--- src/include/srb_consts.svh ---
// constants for the shadow register readback unit
// assumes byte-wide legacy i/o writes, one access per clock
`ifndef SRB_CONSTS_SVH
`define SRB_CONSTS_SVH

// host-visible ports
`define SRB_PORT_INDEX 16'h00f2
`define SRB_PORT_DATA 16'h00f3

// index groups
`define SRB_PAIR_GRP 4'ha
`define SRB_BYTE_BASE 8'hc0
`define SRB_BYTE_LAST 8'hd6
`define SRB_BYTE_CNT 23

// single-byte entry offsets from the byte base
`define SRB_OFS_MODE1 5'h00
`define SRB_OFS_MASK1 5'h04
`define SRB_OFS_MODE2 5'h05
`define SRB_OFS_MASK2 5'h09
`define SRB_OFS_TMR 5'h0a
`define SRB_OFS_PIC1 5'h10
`define SRB_OFS_PIC2 5'h13
`define SRB_OFS_NMI 5'h16

// snooped legacy addresses
`define SRB_IO_DMA1_MODE 16'h000b
`define SRB_IO_DMA1_CLRFF 16'h000c
`define SRB_IO_DMA1_MCLR 16'h000d
`define SRB_IO_DMA1_MASK 16'h000f
`define SRB_IO_DMA2_LO 16'h00c0
`define SRB_IO_DMA2_HI 16'h00ce
`define SRB_IO_DMA2_MODE 16'h00d6
`define SRB_IO_DMA2_CLRFF 16'h00d8
`define SRB_IO_DMA2_MCLR 16'h00da
`define SRB_IO_DMA2_MASK 16'h00de
`define SRB_IO_PIC1_CMD 16'h0020
`define SRB_IO_PIC1_DAT 16'h0021
`define SRB_IO_PIC2_CMD 16'h00a0
`define SRB_IO_PIC2_DAT 16'h00a1
`define SRB_IO_TMR_LO 16'h0040
`define SRB_IO_TMR_HI 16'h0042
`define SRB_IO_TMR_CTL 16'h0043
`define SRB_IO_NMI 16'h0070

// control word fields
`define SRB_ICW1_SEL 4
`define SRB_ICW1_IC4 0
`define SRB_ICW1_SNGL 1
`define SRB_OCW3_SEL 3
`define SRB_TMR_CH_MSB 7
`define SRB_TMR_CH_LSB 6
`define SRB_TMR_RW_MSB 5
`define SRB_TMR_RW_LSB 4

`endif

--- src/include/srb_pkg.sv ---
// types shared by the shadow register readback unit
// assumes the consts header supplies all numeric values
package srb_pkg;

  // one i/o cycle as seen on the system side
  typedef struct packed {
    logic wr;
    logic rd;
    logic [15:0] addr;
    logic [7:0] data;
  } srb_io_s;

  // readback answer
  typedef struct packed {
    logic valid;
    logic [7:0] data;
  } srb_rd_s;

  typedef enum logic [1:0] {
    PIC_IDLE,
    PIC_ICW2,
    PIC_ICW3,
    PIC_ICW4
  } srb_pic_e;

  // timer access mode: low only, high only, low then high
  typedef logic [1:0] srb_rw_t;

endpackage

--- src/design/srb_pic_seq.sv ---
// tracks an interrupt controller init sequence to tag icw2/icw4/ocw3 writes
// assumes cmd_wr and dat_wr are one-cycle strobes, never both in one cycle
`timescale 1ns/1ps
`include "srb_consts.svh"

module srb_pic_seq
  import srb_pkg::*;
(
  // clock and reset
  input wire logic clk_sys,
  input wire logic rst_n,
  // snooped writes
  input wire logic cmd_wr,
  input wire logic dat_wr,
  input wire logic [7:0] data,
  // which word the current write is
  output logic icw2_stb,
  output logic icw4_stb,
  output logic ocw3_stb
);

  srb_pic_e state_r;
  srb_pic_e state_nxt;
  logic ic4_r;
  logic sngl_r;
  logic icw1_w;

  assign icw1_w = cmd_wr & data[`SRB_ICW1_SEL];
  assign ocw3_stb = cmd_wr & ~data[`SRB_ICW1_SEL] & data[`SRB_OCW3_SEL];
  assign icw2_stb = dat_wr & (state_r == PIC_ICW2);
  assign icw4_stb = dat_wr & (state_r == PIC_ICW4);

  always_comb begin
    state_nxt = state_r;
    case (state_r)
      PIC_IDLE: state_nxt = PIC_IDLE;
      PIC_ICW2: if (dat_wr) state_nxt = sngl_r ? (ic4_r ? PIC_ICW4 : PIC_IDLE) : PIC_ICW3;
      PIC_ICW3: if (dat_wr) state_nxt = ic4_r ? PIC_ICW4 : PIC_IDLE;
      PIC_ICW4: if (dat_wr) state_nxt = PIC_IDLE;
      default: state_nxt = PIC_IDLE;
    endcase
    // icw1 restarts the sequence from anywhere
    if (icw1_w) state_nxt = PIC_ICW2;
  end

  always_ff @(posedge clk_sys or negedge rst_n) begin
    if (!rst_n) begin
      state_r <= PIC_IDLE;
      ic4_r <= 1'b0;
      sngl_r <= 1'b0;
    end else begin
      state_r <= state_nxt;
      if (icw1_w) begin
        ic4_r <= data[`SRB_ICW1_IC4];
        sngl_r <= data[`SRB_ICW1_SNGL];
      end
    end
  end

endmodule

--- src/design/srb_top.sv ---
// shadow register readback unit: copies of write-only legacy registers
// assumes one i/o access per clock on a synchronous byte-wide bus
// Functional notes
// RQ1: index port selects an entry, data port returns its shadow value.
// RQ2: every defined shadow bit and the index port are readable and writable.
// RQ3: writing a two-byte group index clears the shared byte pointer to low.
// RQ4: first data read gives low byte and moves pointer high; second gives high.
// RQ5: pointer stays high on further reads until the next index write; the code clears it only on a two-byte group index write.
// RQ6: one byte pointer serves every two-byte entry.
// RQ7: host reads two-byte entries as one uninterrupted index-low-high sequence.
// RQ8: dma shadows return values as loaded, never working counts or addresses.
// RQ9: timer shadows return the loaded count, never the live counter.
// RQ10: host masks unused bits of partial entries before restoring them.
// RQ11: dma base and count shadows of channels 0-7 sit at consecutive pair indexes.
// RQ12: single-byte shadows for modes, masks, timer bytes, pic words, nmi mask.
// RQ13: every write to an original legacy address updates its shadow that cycle; the code drops icw1, icw3, ocw1 and ocw2 writes and unshadowed dma ports.
// RQ14: system reset puts the byte pointer on the low byte.
`timescale 1ns/1ps
`include "srb_consts.svh"

module srb_top
  import srb_pkg::*;
#(
  parameter int PAIR_CNT = 16,
  parameter int BYTE_CNT = `SRB_BYTE_CNT,
  parameter int TMR_CNT = 3
) (
  // clock and reset
  input wire logic clk_sys,
  input wire logic rst_n,
  // system i/o cycles, snooped and decoded
  input wire srb_io_s io,
  // readback
  output srb_rd_s rd_ans_r,
  output logic [7:0] index_r,
  output logic byte_ptr_r
);

  function automatic logic is_pair(input logic [7:0] idx);
    is_pair = (idx[7:4] == `SRB_PAIR_GRP);
  endfunction

  function automatic logic is_byte(input logic [7:0] idx);
    is_byte = (idx >= `SRB_BYTE_BASE) && (idx <= `SRB_BYTE_LAST);
  endfunction

  // shadow storage
  logic [15:0] pair_mem [PAIR_CNT];
  logic [7:0] byte_mem [BYTE_CNT];

  // legacy byte flip-flops tracked so captures land in the right half
  logic dma1_ff_r;
  logic dma2_ff_r;
  srb_rw_t tmr_rw_r [TMR_CNT];
  logic tmr_tog_r [TMR_CNT];
  logic tmr_hi_w [TMR_CNT];

  // address decode
  logic wr_index_w;
  logic wr_data_w;
  logic rd_index_w;
  logic rd_data_w;
  logic dma1_w;
  logic dma2_w;
  logic tmr_w;
  logic tmr_ctl_w;
  logic [1:0] tmr_ch_w;
  logic [7:0] ofs_w;

  assign wr_index_w = io.wr && (io.addr == `SRB_PORT_INDEX);
  assign wr_data_w = io.wr && (io.addr == `SRB_PORT_DATA);
  assign rd_index_w = io.rd && (io.addr == `SRB_PORT_INDEX);
  assign rd_data_w = io.rd && (io.addr == `SRB_PORT_DATA);
  assign dma1_w = io.wr && (io.addr[15:3] == 13'h0000);
  assign dma2_w = io.wr && (io.addr >= `SRB_IO_DMA2_LO) && (io.addr <= `SRB_IO_DMA2_HI)
                  && !io.addr[0];
  assign tmr_w = io.wr && (io.addr >= `SRB_IO_TMR_LO) && (io.addr <= `SRB_IO_TMR_HI);
  assign tmr_ctl_w = io.wr && (io.addr == `SRB_IO_TMR_CTL);
  assign tmr_ch_w = io.addr[1:0];
  assign ofs_w = index_r - `SRB_BYTE_BASE;

  // interrupt controller word tagging
  logic p1_icw2_w;
  logic p1_icw4_w;
  logic p1_ocw3_w;
  logic p2_icw2_w;
  logic p2_icw4_w;
  logic p2_ocw3_w;

  srb_pic_seq u_pic1 (
    .clk_sys (clk_sys),
    .rst_n (rst_n),
    .cmd_wr (io.wr && (io.addr == `SRB_IO_PIC1_CMD)),
    .dat_wr (io.wr && (io.addr == `SRB_IO_PIC1_DAT)),
    .data (io.data),
    .icw2_stb (p1_icw2_w),
    .icw4_stb (p1_icw4_w),
    .ocw3_stb (p1_ocw3_w)
  );

  srb_pic_seq u_pic2 (
    .clk_sys (clk_sys),
    .rst_n (rst_n),
    .cmd_wr (io.wr && (io.addr == `SRB_IO_PIC2_CMD)),
    .dat_wr (io.wr && (io.addr == `SRB_IO_PIC2_DAT)),
    .data (io.data),
    .icw2_stb (p2_icw2_w),
    .icw4_stb (p2_icw4_w),
    .ocw3_stb (p2_ocw3_w)
  );

  // timer access-mode tracking, one per counter
  genvar g;
  generate
    for (g = 0; g < TMR_CNT; g++) begin : gen_tmr
      logic ctl_hit_w;
      assign ctl_hit_w = tmr_ctl_w
                         && (io.data[`SRB_TMR_CH_MSB:`SRB_TMR_CH_LSB] == 2'(g))
                         && (io.data[`SRB_TMR_RW_MSB:`SRB_TMR_RW_LSB] != 2'h0);
      assign tmr_hi_w[g] = (tmr_rw_r[g] == 2'h2) || ((tmr_rw_r[g] == 2'h3) && tmr_tog_r[g]);
      always_ff @(posedge clk_sys or negedge rst_n) begin
        if (!rst_n) begin
          tmr_rw_r[g] <= 2'h3;
          tmr_tog_r[g] <= 1'b0;
        end else if (ctl_hit_w) begin
          tmr_rw_r[g] <= io.data[`SRB_TMR_RW_MSB:`SRB_TMR_RW_LSB];
          tmr_tog_r[g] <= 1'b0;
        end else if (tmr_w && (tmr_ch_w == 2'(g)) && (tmr_rw_r[g] == 2'h3)) begin
          tmr_tog_r[g] <= ~tmr_tog_r[g];
        end
      end
    end
  endgenerate

  // pair store: dma base/count as loaded, or restore through the data port
  logic p_we_w;
  logic [3:0] p_idx_w;
  logic p_hi_w;

  assign p_we_w = dma1_w || dma2_w || (wr_data_w && is_pair(index_r));  // [RQ2] [RQ13]
  assign p_idx_w = dma1_w ? {1'b0, io.addr[2:0]} :                       // [RQ11]
                   dma2_w ? {1'b1, io.addr[3:1]} : index_r[3:0];          // [RQ11]
  assign p_hi_w = dma1_w ? dma1_ff_r : dma2_w ? dma2_ff_r : byte_ptr_r;

  // single-byte store
  logic b_we_w;
  logic [4:0] b_ofs_w;
  logic mode1_w;
  logic mode2_w;
  logic mask1_w;
  logic mask2_w;
  logic nmi_w;
  logic pic_w;

  assign mode1_w = io.wr && (io.addr == `SRB_IO_DMA1_MODE);
  assign mode2_w = io.wr && (io.addr == `SRB_IO_DMA2_MODE);
  assign mask1_w = io.wr && (io.addr == `SRB_IO_DMA1_MASK);
  assign mask2_w = io.wr && (io.addr == `SRB_IO_DMA2_MASK);
  assign nmi_w = io.wr && (io.addr == `SRB_IO_NMI);
  assign pic_w = p1_icw2_w || p1_icw4_w || p1_ocw3_w || p2_icw2_w || p2_icw4_w || p2_ocw3_w;
  // [RQ12] [RQ13] each snooped write lands in its own byte entry
  assign b_we_w = mode1_w || mode2_w || mask1_w || mask2_w || nmi_w || pic_w || tmr_w
                  || (wr_data_w && is_byte(index_r));                     // [RQ2]
  assign b_ofs_w =
    mode1_w ? `SRB_OFS_MODE1 + {3'h0, io.data[1:0]} :                     // [RQ8]
    mode2_w ? `SRB_OFS_MODE2 + {3'h0, io.data[1:0]} :                     // [RQ8]
    mask1_w ? `SRB_OFS_MASK1 :
    mask2_w ? `SRB_OFS_MASK2 :
    nmi_w ? `SRB_OFS_NMI :
    tmr_w ? `SRB_OFS_TMR + {2'h0, tmr_ch_w, 1'b0} + {4'h0, tmr_hi_w[tmr_ch_w]} :  // [RQ9]
    p1_icw2_w ? `SRB_OFS_PIC1 :
    p1_icw4_w ? `SRB_OFS_PIC1 + 5'h01 :
    p1_ocw3_w ? `SRB_OFS_PIC1 + 5'h02 :
    p2_icw2_w ? `SRB_OFS_PIC2 :
    p2_icw4_w ? `SRB_OFS_PIC2 + 5'h01 :
    p2_ocw3_w ? `SRB_OFS_PIC2 + 5'h02 : ofs_w[4:0];

  // readback select; undefined indexes read zero
  logic [15:0] pair_sel_w;
  logic [7:0] data_rd_w;
  logic [7:0] rdata_w;

  assign pair_sel_w = pair_mem[index_r[3:0]];
  assign data_rd_w = is_pair(index_r) ? (byte_ptr_r ? pair_sel_w[15:8] : pair_sel_w[7:0]) :  // [RQ4]
                     is_byte(index_r) ? byte_mem[ofs_w[4:0]] : 8'h00;                       // [RQ1]
  assign rdata_w = rd_index_w ? index_r : data_rd_w;                                         // [RQ2]

  // one pointer for all pairs; index write wins over a same-cycle data access
  logic ptr_nxt;
  assign ptr_nxt = (wr_index_w && is_pair(io.data)) ? 1'b0 :                   // [RQ3] [RQ6]
                   ((rd_data_w || wr_data_w) && is_pair(index_r)) ? 1'b1 :      // [RQ4] [RQ5]
                   byte_ptr_r;

  always_ff @(posedge clk_sys or negedge rst_n) begin
    if (!rst_n) begin
      index_r <= 8'h00;
      byte_ptr_r <= 1'b0;                                                      // [RQ14]
      rd_ans_r <= '0;
    end else begin
      byte_ptr_r <= ptr_nxt;
      if (wr_index_w) index_r <= io.data;                                      // [RQ1]
      rd_ans_r.valid <= rd_index_w || rd_data_w;
      rd_ans_r.data <= (rd_index_w || rd_data_w) ? rdata_w : 8'h00;
    end
  end

  // dma byte flip-flops follow the controllers' own sequencing
  always_ff @(posedge clk_sys or negedge rst_n) begin
    if (!rst_n) begin
      dma1_ff_r <= 1'b0;
      dma2_ff_r <= 1'b0;
    end else begin
      if (io.wr && (io.addr == `SRB_IO_DMA1_CLRFF || io.addr == `SRB_IO_DMA1_MCLR)) begin
        dma1_ff_r <= 1'b0;
      end else if (dma1_w) begin
        dma1_ff_r <= ~dma1_ff_r;
      end
      if (io.wr && (io.addr == `SRB_IO_DMA2_CLRFF || io.addr == `SRB_IO_DMA2_MCLR)) begin
        dma2_ff_r <= 1'b0;
      end else if (dma2_w) begin
        dma2_ff_r <= ~dma2_ff_r;
      end
    end
  end

  // shadow arrays; cleared at reset so a readback is never unknown
  always_ff @(posedge clk_sys or negedge rst_n) begin
    if (!rst_n) begin
      for (int i = 0; i < PAIR_CNT; i++) pair_mem[i] <= 16'h0000;
    end else if (p_we_w) begin
      if (p_hi_w) pair_mem[p_idx_w][15:8] <= io.data;                         // [RQ8]
      else pair_mem[p_idx_w][7:0] <= io.data;                                 // [RQ8]
    end
  end

  always_ff @(posedge clk_sys or negedge rst_n) begin
    if (!rst_n) begin
      for (int i = 0; i < BYTE_CNT; i++) byte_mem[i] <= 8'h00;
    end else if (b_we_w) begin
      byte_mem[b_ofs_w] <= io.data;                                           // [RQ13]
    end
  end

endmodule

--- config.mk ---
export PLATFORM = sky130hd
export DESIGN_NAME = srb_top
export DESIGN_NICKNAME = d
export VERILOG_FILES = /design/src/include/srb_pkg.sv /design/src/design/srb_pic_seq.sv /design/src/design/srb_top.sv
export VERILOG_INCLUDE_DIRS = /design/src /design/src/include
export SDC_FILE = /design/constraint.sdc
export NUM_CORES = 1
export LEC_CHECK = 0
export ABC_AREA = 0
export BUFFER_PORTS_ARGS = -buffer_cell sky130_fd_sc_hd__buf_2
export CAP_MARGIN = 0
export CORE_UTILIZATION = 50
export DETAILED_ROUTE_END_ITERATION = 7
export GPL_TIMING_DRIVEN = 1
export MAX_ROUTING_LAYER = met4
export PLACE_DENSITY = 0.66
export SLEW_MARGIN = 20
export SYNTH_ARGS = -nofsm -noshare
export SYNTH_HDL_FRONTEND = slang
export SYNTH_SLANG_ARGS = --single-unit
--- constraint.sdc ---
create_clock -name clk_sys -period 4.1 [get_ports clk_sys]
set_clock_uncertainty 0.05 [all_clocks]
set_input_delay 0.41 -clock clk_sys [delete_from_list [all_inputs] [get_ports clk_sys]]
set_output_delay 0.41 -clock clk_sys [all_outputs]
set_load 0.02 [all_outputs]
==> out/qor.csv <==
stage,metric,value,unit
outcome,status,"finished, final reports clean",
route,DRC Markers,0,
final_layout,share of cells above drive strength 1,48.20,%
global_route,GRT Util Overall,25.92,%
final_layout,"most common cell after layout, fill and taps aside",dfrtp_1,
timing,final hold viol count,0,
route,Iter 0 DRT Violations,1040,
final_layout,most frequent cells in the layout,"dfrtp_1, mux2_2, mux4_2",
flow_run,max_cap viols,0,
timing,Max Slew Vio Count,0,
floorplanning,die span in y,216.6,um
final_layout,P&R area growth vs syn,12.44,%
synth,Yosys warning count,0,
critical_path,"CP delay by family, top",simple AND/OR/NAND/NOR gates,
timing,period utilization,89.14,%
final_layout,Seq. cell area,0.01195,mm^2
critical_path,crit path launch type,flip-flop,
synth,"Distinct cells, synth",77,
clocking,H-tree depth,2,
timing,Rel. slew slack,38.13,%
floorplanning,core area,0.04538,mm^2
critical_path,FF-to-FF setup slack,0.45,ns
timing,RSZ-0062 raised after global routing,no,
placed_design,Final HPWL DP,36.45,mm
clocking,"Clk pin slew, worst setup/hold paths",0.06,ns
pwr,Static Leak,12.22,nW
floorplanning,Core Rows,78,
pwr,power density over cell area,380.8,mW/mm^2
global_route,first-pass GRT wire length,89.45,mm
synth,mean post-synth cell area,14.59,um^2
timing,FMAX,0.2736,GHz
min_path,hold path start,io[24],
timing,Setup Viol. Count Final,0,
global_route,Congestion Overflow GR,0,
timing,Setup TNS,0,ns
placed_design,Placed Area,0.02407,mm^2
clocking,Resized Gates After CTS,0,
min_path,Hold Crit Endpoint,rd_ans_r[8],
route,Vias/cell,6.168,
critical_path,Worst setup EP type,flip-flop,
critical_path,cells on worst reg2reg path,10,
floorplanning,die width,216.6,um
critical_path,"Req. time, crit path",4.52,ns
placed_design,Placer Congestion,0.9279,
final_layout,Fillers,3602,
clocking,TritonCTS Sinks,477,
global_route,vias in the first global route,14520,
clocking,CTS tree,done,
final_layout,Multi-input gate area,0.01056,mm^2
critical_path,critical path's slowest cell,or4b_2,
timing,Worst-Margin Slew,0.9281,ns
critical_path,Reg2Reg Launch Point,u_pic2.state_r[1],
critical_path,kind of critical path,flip-flop to flip-flop,
global_route,initial antenna violation count,0,
global_route,pin count of the biggest net entering global routing,113,
synth,"EDFF count, synth",0,
critical_path,Max stage delay on crit path,0.64,ns
synth,"Primary FF master, synth",dfrtp_1,
synth,syn_nets,1618,
synth,sequential-to-total area share from yosys stat,51.86,%
final_layout,nets@finish,1662,
pwr,Peak VDD IR,0.0003259,V
placed_design,PortBufs,45,
placed_design,placed insts,2169,
synth,Seq cells post-synth,477,
timing,fin crit period,3.655,ns
floorplanning,die area,0.04692,mm^2
final_layout,Finished Layout Cells,2264,
route,Wirelength per Cell,24.88,um
clocking,post-CTS setup buffer count,0,
critical_path,Bufs and invs on worst path,1,
final_layout,final instance area,0.02589,mm^2
pwr,total power,9.860,mW
min_path,hold-critical path depth,3,
critical_path,crit-path max FO,8,
floorplanning,Initial Utilization,50.75,%
final_layout,Ant. Diodes,0,
clocking,CTS buffer count,51,
floorplanning,# IOs,46,
synth,Synth async-reset ratio,100.0,%
clocking,clk root buf,clkbuf_16,
clocking,clock latency on the worst-skew pair,0.59,ns
route,Detailed Route WL,56.32,mm
route,post-route ant nets,0,
critical_path,WP data arrival,4.07,ns
synth,Cells after Synth,1579,
critical_path,crit path cell chain,inv_1 > ha_1 > nand2_1 > or4b_2 > a21oi_1 > nor3_1 > a211oi_1 > o21ai_0 > nor2_2 > mux2_2,
route,Vias,13970,
route,drt first pass iters,5,
synth,Mapped Area,0.02303,mm^2
clocking,Max clock buf depth,3,
critical_path,Crit Reg-Reg Endpoint,byte_mem[164],
min_path,Worst Hold Class,primary input to flip-flop,
==> flip-flops by register name (all words and copies together) (netlist names), 2 cells and up <==
name            flops
u_pic1.state_r      2
index_r             8
u_pic2.state_r      2
byte_mem          184
pair_mem          256
tmr_tog_r           3
rd_ans_r            9
tmr_rw_r            6
==> power by group <==
part	internal (mW)	switching [mW]	leakage (nW)	total, mW
clock network	2.99	1.89	0.888	4.87
registers	4.71	0.000534	6.64	4.71
logic	0.0474	0.228	4.70	0.276
==> layout make-up <==
class                           count  area share [%]
Sequential cell                   477           46.16
Clock buffer                       82           6.194
Inverter                           14          0.2029
Clock inverter                     12          0.7973
Multi-Input combinational cell    971           40.76
Tap cell                          600           2.899
Timing Repair Buffer              108           2.986
==> worst max-delay path by stage <==
stage / startpoint / endpoint / slack (ns) / cells after the start
6_report: u_pic2.state_r[1] / byte_mem[164] / 0.45 / 10
5_1_grt: u_pic2.state_r[1] / byte_mem[167] / 0.36 / 10
4_1_cts: u_pic2.state_r[1] / byte_mem[164] / 0.50 / 10
3_5_place_dp: io[21] / pair_mem[143] / 0.14 / 9
3_3_place_gp: io[21] / pair_mem[142] / 0.24 / 9
2_1_floorplan: io[9] / byte_mem[160] / 0.75 / 11
==> per-layer routing <==
metal	part of all wire (%)	wire, um	up-vias	track usage (%)
li1	-	-	6021	-
met1	46	25810	7504	37.13
met2	46	26060	350	38.57
met3	5.3	2994	90	4.253
met4	2.6	1462	0	6.761
met5	0	0	-	-
==> worst register-to-register path: stages, from the launching register on <==
cell and delay [ns]:
dfrtp_1 0.42, inv_1 0.07, ha_1 0.25, nand2_1 0.11, or4b_2 0.64, a21oi_1 0.17
nor3_1 0.11, a211oi_1 0.39, o21ai_0 0.42, nor2_2 0.51, mux2_2 0.40
==> logic make-up after synthesis <==
group	after synthesis	share of synthesized area (%)
AOI/OAI and AO/OA	117	3.472
xor gates and xnor gates	4	0.1521
adders and majority gates	11	0.5976
buffers and inverters	131	2.309
DFF	477	51.86
muxes	607	35.95
and+or+nand+nor	232	5.661
==> cell usage after synthesis, types with 12 or more instances <==
master / count / area [um^2]
buf_2: 20 / 100.1
mux2i_1: 24 / 240.2
dfrtp_1: 471 / 11790
clkbuf_1: 80 / 300.3
and3_1: 15 / 93.84
inv_1: 13 / 48.80
nand2_1: 66 / 247.7
a21oi_1: 31 / 155.2
nor2_1: 39 / 146.4
nand4_1: 12 / 75.07
buf_1: 15 / 56.30
nor3_1: 17 / 85.08
mux2_1: 18 / 202.7
mux2_2: 428 / 4820
mux4_2: 128 / 2883
o21ai_0: 17 / 85.08
==> metrics by stage <==
stage                     worst slack (ns)  hold WS, ns  utilization, %
final                               0.4452       0.1073           57.06
after global routing                0.3559      0.09592           57.06
after detailed placement            0.1414       0.4247           53.05
after CTS                           0.5017      0.07172           57.06
after floorplan                     0.7478      0.06441               -
after global placement              0.2385       0.4129           53.05
==> timing repair <==
action / in CTS / in global routing
hold endpoints to repair: 102 / 0
setup endpoints to repair: 0 / 0
hold buffers: 1 / 0
Power figures use the tool's default switching activity.
